--- src/core/acc_pkg.sv ---
package acc_pkg;
    // ==========================================================
    // widths
    localparam int DATA_W = 24;
    localparam int CNT_W = 17;
    localparam int BIT_W = 10;
    localparam int HOLD_W = 8;
    // ==========================================================
    // chain figures
    localparam int MAX_CHAIN = 8;
    localparam int MAX_CHANNELS = 32;
    localparam logic [BIT_W-1:0] RATE_WR_BITS = 10'h010;
    localparam logic [BIT_W-1:0] RATE_RD_BITS = 10'h010;
    // ==========================================================
    // timing and reset values
    localparam int CLK_HZ = 50_000_000;
    localparam logic [HOLD_W-1:0] READY_LOW_CYC = 8'h08;
    localparam logic [CNT_W-1:0] CNT_ZERO = 17'h00000;
    localparam logic [CNT_W-1:0] CNT_MAX = 17'h1ffff;
    localparam logic [1:0] SYNC_RST = 2'h3;
    // ==========================================================
    // bus token states, gray along idle-wait-own-pass
    typedef enum logic [1:0] {
        ACC_IDLE = 2'b00,
        ACC_WAIT = 2'b01,
        ACC_OWN = 2'b11,
        ACC_PASS = 2'b10
    } acc_bus_st_t;

    typedef struct packed {
        logic [1:0] tok_s;
        logic [1:0] cs_s;
        logic [1:0] sync_s;
        logic sync_d;
        logic [1:0] rdy_in_s;
        acc_bus_st_t bus_st;
        logic [BIT_W-1:0] bit_cnt;
        logic [BIT_W-1:0] bit_goal;
        logic rate_wr;
        logic token_out;
        logic ovr_oe;
        logic flt_oe;
        logic [CNT_W-1:0] period_cnt;
        logic [CNT_W-1:0] since_cnt;
        logic [CNT_W-1:0] stored;
        logic pend;
        logic [CNT_W-1:0] pause_cnt;
        logic tick;
        logic rdy_pending;
        logic rdy_out_n;
        logic [HOLD_W-1:0] rdy_hold;
        logic [1:0][DATA_W-1:0] buf_mem;
        logic [1:0] buf_cnt;
        logic wr_ptr;
        logic rd_ptr;
    } acc_state_t;
endpackage : acc_pkg

--- src/core/acc_cascade.sv ---
// Contract
// - up to eight devices share one bus
// - token-in fall takes bus, pass token after
// - rate-register write: no hand-over, all load
// - rate-register read: sixteen bits per device
// - overrange line open-drain, low while active
// - fault line open-drain, low while active
// - ready low only when chain-in low, done
// - sync never aborts running conversion
// - sync measures cycles since ready fall
// - pause whole converter for stored count
// - event ending current conversion keeps period
// - post-pause event delayed, then regular period
// - sync ignored during power-on reset
// - sync with ready fall gives zero pause
`timescale 1ns/1ns
`default_nettype none
module acc_cascade (
    input wire logic clk_sys,
    input wire logic arst_n,
    input wire logic cs_n,
    input wire logic chain_token_in,
    output logic chain_token_out,
    input wire logic cmd_start,
    input wire logic cmd_rate_write,
    input wire logic cmd_rate_read,
    input wire logic [acc_pkg::BIT_W-1:0] cmd_bits,
    input wire logic bit_strobe,
    output logic bus_owner,
    input wire logic overrange_active,
    input wire logic fault_active,
    output logic overrange_line_n_o,
    output logic overrange_line_n_oe,
    output logic fault_line_n_o,
    output logic fault_line_n_oe,
    input wire logic sync_n,
    input wire logic ready_chain_in_n,
    output logic ready_chain_out_n,
    input wire logic [acc_pkg::CNT_W-1:0] period_cycles,
    output logic conv_tick,
    output logic converter_run,
    input wire logic conv_valid,
    input wire logic [acc_pkg::DATA_W-1:0] conv_data,
    output logic conv_ready,
    output logic out_valid,
    output logic [acc_pkg::DATA_W-1:0] out_data,
    input wire logic out_ready
);
    acc_pkg::acc_state_t st_ff;
    acc_pkg::acc_state_t nxt_st;
    logic push;
    logic pop;
    logic sync_fall;
    logic rdy_fall;
    logic cs_high;
    logic [acc_pkg::CNT_W-1:0] period_last;

    // ==========================================================
    // next state
    always_comb begin
        nxt_st = st_ff;
        nxt_st.tok_s = {st_ff.tok_s[0], chain_token_in};
        nxt_st.cs_s = {st_ff.cs_s[0], cs_n};
        nxt_st.sync_s = {st_ff.sync_s[0], sync_n};
        nxt_st.sync_d = st_ff.sync_s[1];
        nxt_st.rdy_in_s = {st_ff.rdy_in_s[0], ready_chain_in_n};
        cs_high = st_ff.cs_s[1];
        // flops are held in reset, so no edge is seen before release
        sync_fall = st_ff.sync_d & ~st_ff.sync_s[1];
        push = conv_valid && (st_ff.buf_cnt != 2'h2);
        pop = (st_ff.buf_cnt != 2'h0) && out_ready;
        period_last = (period_cycles == acc_pkg::CNT_ZERO) ? acc_pkg::CNT_ZERO :
            period_cycles - 17'h00001;

        // bus token hand-over, every command reaches every device
        case (st_ff.bus_st)
            acc_pkg::ACC_IDLE: begin
                if (cmd_start && !cs_high) begin
                    nxt_st.bit_cnt = '0;
                    nxt_st.rate_wr = cmd_rate_write;
                    if (cmd_rate_write) begin
                        nxt_st.bit_goal = acc_pkg::RATE_WR_BITS;
                        nxt_st.bus_st = acc_pkg::ACC_OWN;
                    end else begin
                        nxt_st.bit_goal = cmd_rate_read ? acc_pkg::RATE_RD_BITS : cmd_bits;
                        nxt_st.bus_st = acc_pkg::ACC_WAIT;
                    end
                end
            end
            acc_pkg::ACC_WAIT: begin
                // token already low at the head of the chain counts as its edge
                if (!st_ff.tok_s[1]) begin
                    nxt_st.bus_st = acc_pkg::ACC_OWN;
                end
            end
            acc_pkg::ACC_OWN: begin
                if (bit_strobe) begin
                    nxt_st.bit_cnt = st_ff.bit_cnt + 10'h001;
                    if (st_ff.bit_cnt + 10'h001 >= st_ff.bit_goal) begin
                        if (st_ff.rate_wr) begin
                            nxt_st.bus_st = acc_pkg::ACC_IDLE;
                        end else begin
                            nxt_st.bus_st = acc_pkg::ACC_PASS;
                            nxt_st.token_out = 1'b0;
                        end
                    end
                end
            end
            acc_pkg::ACC_PASS: begin
                nxt_st.token_out = 1'b0;
            end
            default: begin
                nxt_st.bus_st = acc_pkg::ACC_IDLE;
            end
        endcase
        if (cs_high) begin
            nxt_st.bus_st = acc_pkg::ACC_IDLE;
            nxt_st.token_out = 1'b1;
        end

        // open-drain summary lines
        nxt_st.ovr_oe = overrange_active;
        nxt_st.flt_oe = fault_active;

        // two-entry result buffer
        if (push) begin
            nxt_st.buf_mem[st_ff.wr_ptr] = conv_data;
            nxt_st.wr_ptr = ~st_ff.wr_ptr;
        end
        if (pop) begin
            nxt_st.rd_ptr = ~st_ff.rd_ptr;
        end
        nxt_st.buf_cnt = st_ff.buf_cnt + {1'b0, push} - {1'b0, pop};

        // ready chain: own result plus upstream ready
        if (push) begin
            nxt_st.rdy_pending = 1'b1;
        end
        if (!st_ff.rdy_out_n) begin
            if (st_ff.rdy_hold != '0) begin
                nxt_st.rdy_hold = st_ff.rdy_hold - 8'h01;
            end else begin
                nxt_st.rdy_out_n = 1'b1;
            end
        end else if (st_ff.rdy_pending && !st_ff.rdy_in_s[1]) begin
            nxt_st.rdy_out_n = 1'b0;
            nxt_st.rdy_pending = push;
            nxt_st.rdy_hold = acc_pkg::READY_LOW_CYC - 8'h01;
        end
        rdy_fall = st_ff.rdy_out_n && !nxt_st.rdy_out_n;

        // conversion timing; sync never resets the running period
        nxt_st.tick = 1'b0;
        if (st_ff.pause_cnt != acc_pkg::CNT_ZERO) begin
            nxt_st.pause_cnt = st_ff.pause_cnt - 17'h00001;
        end else if (st_ff.period_cnt >= period_last) begin
            nxt_st.period_cnt = acc_pkg::CNT_ZERO;
            nxt_st.tick = 1'b1;
        end else begin
            nxt_st.period_cnt = st_ff.period_cnt + 17'h00001;
        end
        if (st_ff.since_cnt != acc_pkg::CNT_MAX) begin
            nxt_st.since_cnt = st_ff.since_cnt + 17'h00001;
        end
        if (rdy_fall) begin
            nxt_st.since_cnt = acc_pkg::CNT_ZERO;
            if (st_ff.pend) begin
                nxt_st.pause_cnt = st_ff.stored;
                nxt_st.pend = 1'b0;
            end
        end
        if (sync_fall) begin
            // a later edge overwrites a pause not yet applied
            nxt_st.stored = rdy_fall ? acc_pkg::CNT_ZERO : st_ff.since_cnt;
            nxt_st.pend = 1'b1;
        end
    end

    always_ff @(posedge clk_sys or negedge arst_n) begin
        if (!arst_n) begin
            st_ff <= '0;
            st_ff.tok_s <= acc_pkg::SYNC_RST;
            st_ff.cs_s <= acc_pkg::SYNC_RST;
            st_ff.sync_s <= acc_pkg::SYNC_RST;
            st_ff.sync_d <= 1'b1;
            st_ff.rdy_in_s <= acc_pkg::SYNC_RST;
            st_ff.bus_st <= acc_pkg::ACC_IDLE;
            st_ff.token_out <= 1'b1;
            st_ff.rdy_out_n <= 1'b1;
        end else begin
            st_ff <= nxt_st;
        end
    end

    // ==========================================================
    // outputs
    assign chain_token_out = st_ff.token_out;
    assign bus_owner = (st_ff.bus_st == acc_pkg::ACC_OWN);
    assign overrange_line_n_o = 1'b0;
    assign overrange_line_n_oe = st_ff.ovr_oe;
    assign fault_line_n_o = 1'b0;
    assign fault_line_n_oe = st_ff.flt_oe;
    assign ready_chain_out_n = st_ff.rdy_out_n;
    assign conv_tick = st_ff.tick;
    assign converter_run = (st_ff.pause_cnt == acc_pkg::CNT_ZERO);
    assign conv_ready = (st_ff.buf_cnt != 2'h2);
    assign out_valid = (st_ff.buf_cnt != 2'h0);
    assign out_data = st_ff.buf_mem[st_ff.rd_ptr];
endmodule : acc_cascade
`default_nettype wire

--- config.mk ---
export PLATFORM = sky130hd
export DESIGN_NAME = acc_cascade
export DESIGN_NICKNAME = d
export VERILOG_FILES = /design/src/core/acc_pkg.sv /design/src/core/acc_cascade.sv
export SDC_FILE = /design/constraint.sdc
export NUM_CORES = 1
export LEC_CHECK = 0
export ABC_AREA = 1
export BUFFER_PORTS_ARGS = -buffer_cell sky130_fd_sc_hd__buf_2
export CORE_ASPECT_RATIO = 1.2
export CORE_UTILIZATION = 50
export DETAILED_ROUTE_END_ITERATION = 6
export PLACE_DENSITY = 0.74
export SYNTH_ARGS = -nofsm -noshare
export SYNTH_HDL_FRONTEND = slang
export SYNTH_SLANG_ARGS = --single-unit
--- constraint.sdc ---
create_clock -name clk_sys -period 3.1 [get_ports clk_sys]
set_clock_uncertainty 0.1 [all_clocks]
set_input_delay 0.93 -clock clk_sys [delete_from_list [all_inputs] [get_ports clk_sys]]
set_output_delay 0.93 -clock clk_sys [all_outputs]
set_load 0.01 [all_outputs]
==> results.ini <==
[cells_and_area]
finalNetCount = 1416
drive_gt1_share_pct = 17.2
antennaDiodeCount = 0
num-fill-cells = 1546
final_cells = 1547
syn_to_final_growth_pct = 18.6
final_cell_area_sq_um = 10800

[clock_network]
cts_tree = built
htreeDepth = 4
root_buffer = clkbuf_16
holdBufCountCts = 0
clkLatencyLatePin_ns = 0.43
cts_sinks = 167
path_clk_slew_ns = 0.07
cts_buffers = 17
clock_path_buffers = 2

[route]
route.detailed.drc = 6
num_vias = 7898
wire_per_inst_microns = 12.8
drt_pass1_iterations = 7
ant_nets = 0
viasPerCell = 5.11
drtIter0Drc = 392
drt_wl_total_microns = 19800

[yosys]
ys_seq_area_share_pct = 46.0
ys_seq_elements = 167
yosys_warnings = 0
synth.cell_area_sq_um = 9120
syn_inst = 1189
syn_avg_cell_area_sq_um = 7.67
ys_types = 39

[power_and_ir_drop]
clkPwrFrac_pct = 25.8
peakVddDrop_mv = 0.541
power_density_nw_per_um2 = 750
leakage_nw = 5.76
p_seq_share_pct = 40.2
swShare_pct = 38.2
p_switching_w = 0.00310
power_frac_comb_pct = 34.0
intPower_w = 0.00501

[critical_path]
start_kind = flip-flop
endpoint_kind = output port
worstPathArrival_ns = 1.94
crit_fanout = 4
path_class = reg2out
crit_required_ns = 2.07

[placement]
placed_area_sq_um = 10200
port_buffers = 97
preCtsSetupSlack_ns = -0.350
dp_hpwl_microns = 14300
dp.cells = 1509
gp_congestion = 0.861

[grt]
grt_overflow = 0
grt_pass1_vias = 7598
grt_pass1_wl_microns = 33800
antenna_found_initial = 0
track_usage_pct = 22.3
grt_max_degree = 52

[timing]
worst_slack_ns = 0.125
fin_crit_ns = 2.97
worstMarginPinSlew_ns = 0.628
finalSetupViolCount = 0
slew_headroom_pct = 58.1
fmax_ghz = 0.336
final-max-slew-violation-count = 0
fin_crit_sh_pct = 96.0
hold_viol = 0

[floorplanning]
fp.dieArea_sq_um = 18800
die-height_microns = 150
die_w_microns = 125
ios = 100
coreArea_sq_um = 17700
rows = 53
start_util_pct = 51.5

[outcome]
status = finished with violations
violations = DRC

[flow_run]
drv_cap = 0

[worst_hold_path]
min_path_type = reg2reg

[routing by layer]
metal	track usage (%)	vias up	wire length [microns]
met1	26.4	3676	8610
met4	8.72	0	448
li1	-	4043	-
met5	0	-	0
met3	4.50	33	647
met2	39.9	146	10100
[cell usage after synthesis]
cell      instances  area share [%]
a21oi_1          40             2.2
nand2_2          11            0.75
clkbuf_1         23            0.95
or2_2             3            0.21
or3_1             1           0.069
a22o_1            1           0.096
nand4_1          30             2.1
a31oi_1           4            0.27
ha_1             37             5.1
o21ai_1           1           0.055
buf_2             8            0.44
a21o_1            4            0.33
xnor2_1          10            0.96
or2_4             2            0.19
o21ai_0         103             5.7
nor2_2            4            0.27
o31ai_1          10            0.82
nor2_8            1            0.22
buf_12            1            0.22
nand3_2           1            0.11
nand3_1          64             3.5
nor4_1            1           0.069
buf_4             2            0.16
dfrtp_1         156              43
inv_1           152             6.3
conb_1            1           0.041
o22ai_1           4            0.27
nor2_1          123             5.1
nand2_1         332              14
xor2_1           29             2.8
buf_1             1           0.041
clkinv_1          1           0.041
o21bai_1          4            0.33
nand3b_1          2            0.16
buf_6             1            0.12
inv_2             3            0.12
dfstp_2          11             3.2
or2_1             1           0.069
nor3_1            6            0.33
[sequential cells by signal (all words and copies together), names as in the netlist]
name / count
nxt_st: 5
st_ff: 156
chain_token_out: 1
overrange_line_n_oe: 1
cs_high: 1
fault_line_n_oe: 1
ready_chain_out_n: 1
conv_tick: 1
[logic make-up (layout without fill, tap and decap cells)]
logic type	count (synthesis)	count (layout)	synth area share, %
and+or+nand+nor	582	582	26.8
AOI/OAI and AO/OA	171	171	10.0
xor gates and xnor gates	39	39	3.75
buffers and inverters	192	329	8.36
other	1	2	0.0411
adders and majority gates	37	37	5.08
DFF	167	167	46.0
[worst max-delay path: stages, from the launching register on]
cell and delay, ns:
dfrtp_1 0.38, inv_1 0.10, ha_2 0.22, nand2_1 0.12
nor2_2 0.17, nand4_1 0.21, inv_2 0.16, buf_2 0.16
[power by group through the flow]
stage          Sequential (W)  Combinational [W]  Clock, W
2_1_floorplan         0.00319            0.00194         0
3_3_place_gp          0.00325            0.00266         0
3_5_place_dp          0.00328            0.00274         0
4_1_cts               0.00325            0.00278   0.00214
5_1_grt               0.00334            0.00317   0.00222
6_report              0.00326            0.00275   0.00209
[stage by stage]
step | setup TNS [ns] | total power (W) | utilization, % | hold WS, ns
floorplan | -0.268 | 0.00514 | - | 0.245
global placement | -4.17 | 0.00591 | 57.4 | 0.246
detailed placement | -5.37 | 0.00602 | 57.4 | 0.247
CTS | 0 | 0.00817 | 60.7 | 0.257
global route | -0.0236 | 0.00873 | 61.1 | 0.260
finish | 0 | 0.00811 | 61.1 | 0.256
[cells in the final DEF, fill, tap and decap left out, types with 6 or more instances in the layout]
cell type | Yosys | routed
inv_2 | 3 | 6
xnor2_1 | 10 | 10
dfstp_2 | 11 | 11
buf_4 | 2 | 39
nand2_1 | 332 | 329
a21oi_1 | 40 | 39
inv_1 | 152 | 148
clkbuf_16 | 0 | 17
nand2_2 | 11 | 12
nand3_1 | 64 | 64
ha_1 | 37 | 31
dfrtp_1 | 156 | 156
nand4_1 | 30 | 30
o21ai_0 | 103 | 100
nor2_1 | 123 | 121
o31ai_1 | 10 | 10
buf_2 | 8 | 96
xor2_1 | 29 | 29
[cell type report]
type	count	area, sq um	share of cell area, %
clock inverter	15	163	1.50
sequential	167	4190	38.8
timing repair buffer	141	885	8.18
inverter	156	588	5.44
multi-input combinational	831	4290	39.6
tap	220	275	2.54
clock buffer	17	425	3.93
[final timing paths]
path | end | from | slack (ns) | depth (start not counted)
min in group asynchronous | st_ff[56] | arst_n | 0.34 | 1
min reg2reg | nxt_st[160] | nxt_st[162] | 0.26 | 0
min | nxt_st[160] | nxt_st[162] | 0.26 | 0
max | converter_run | st_ff[63] | 0.13 | 7
max reg2reg | st_ff[112] | st_ff[98] | 0.35 | 14
max in group asynchronous | nxt_st[164] | arst_n | 1.87 | 2
[timing repair]
action	CTS	global route
resized for setup	1	8
setup endpoints to repair	1	19
hold endpoints to repair	0	0
cloned	0	0
pin swaps	0	2
buffers inserted	0	6
Note: power is estimated with default switching activity, not from simulation.
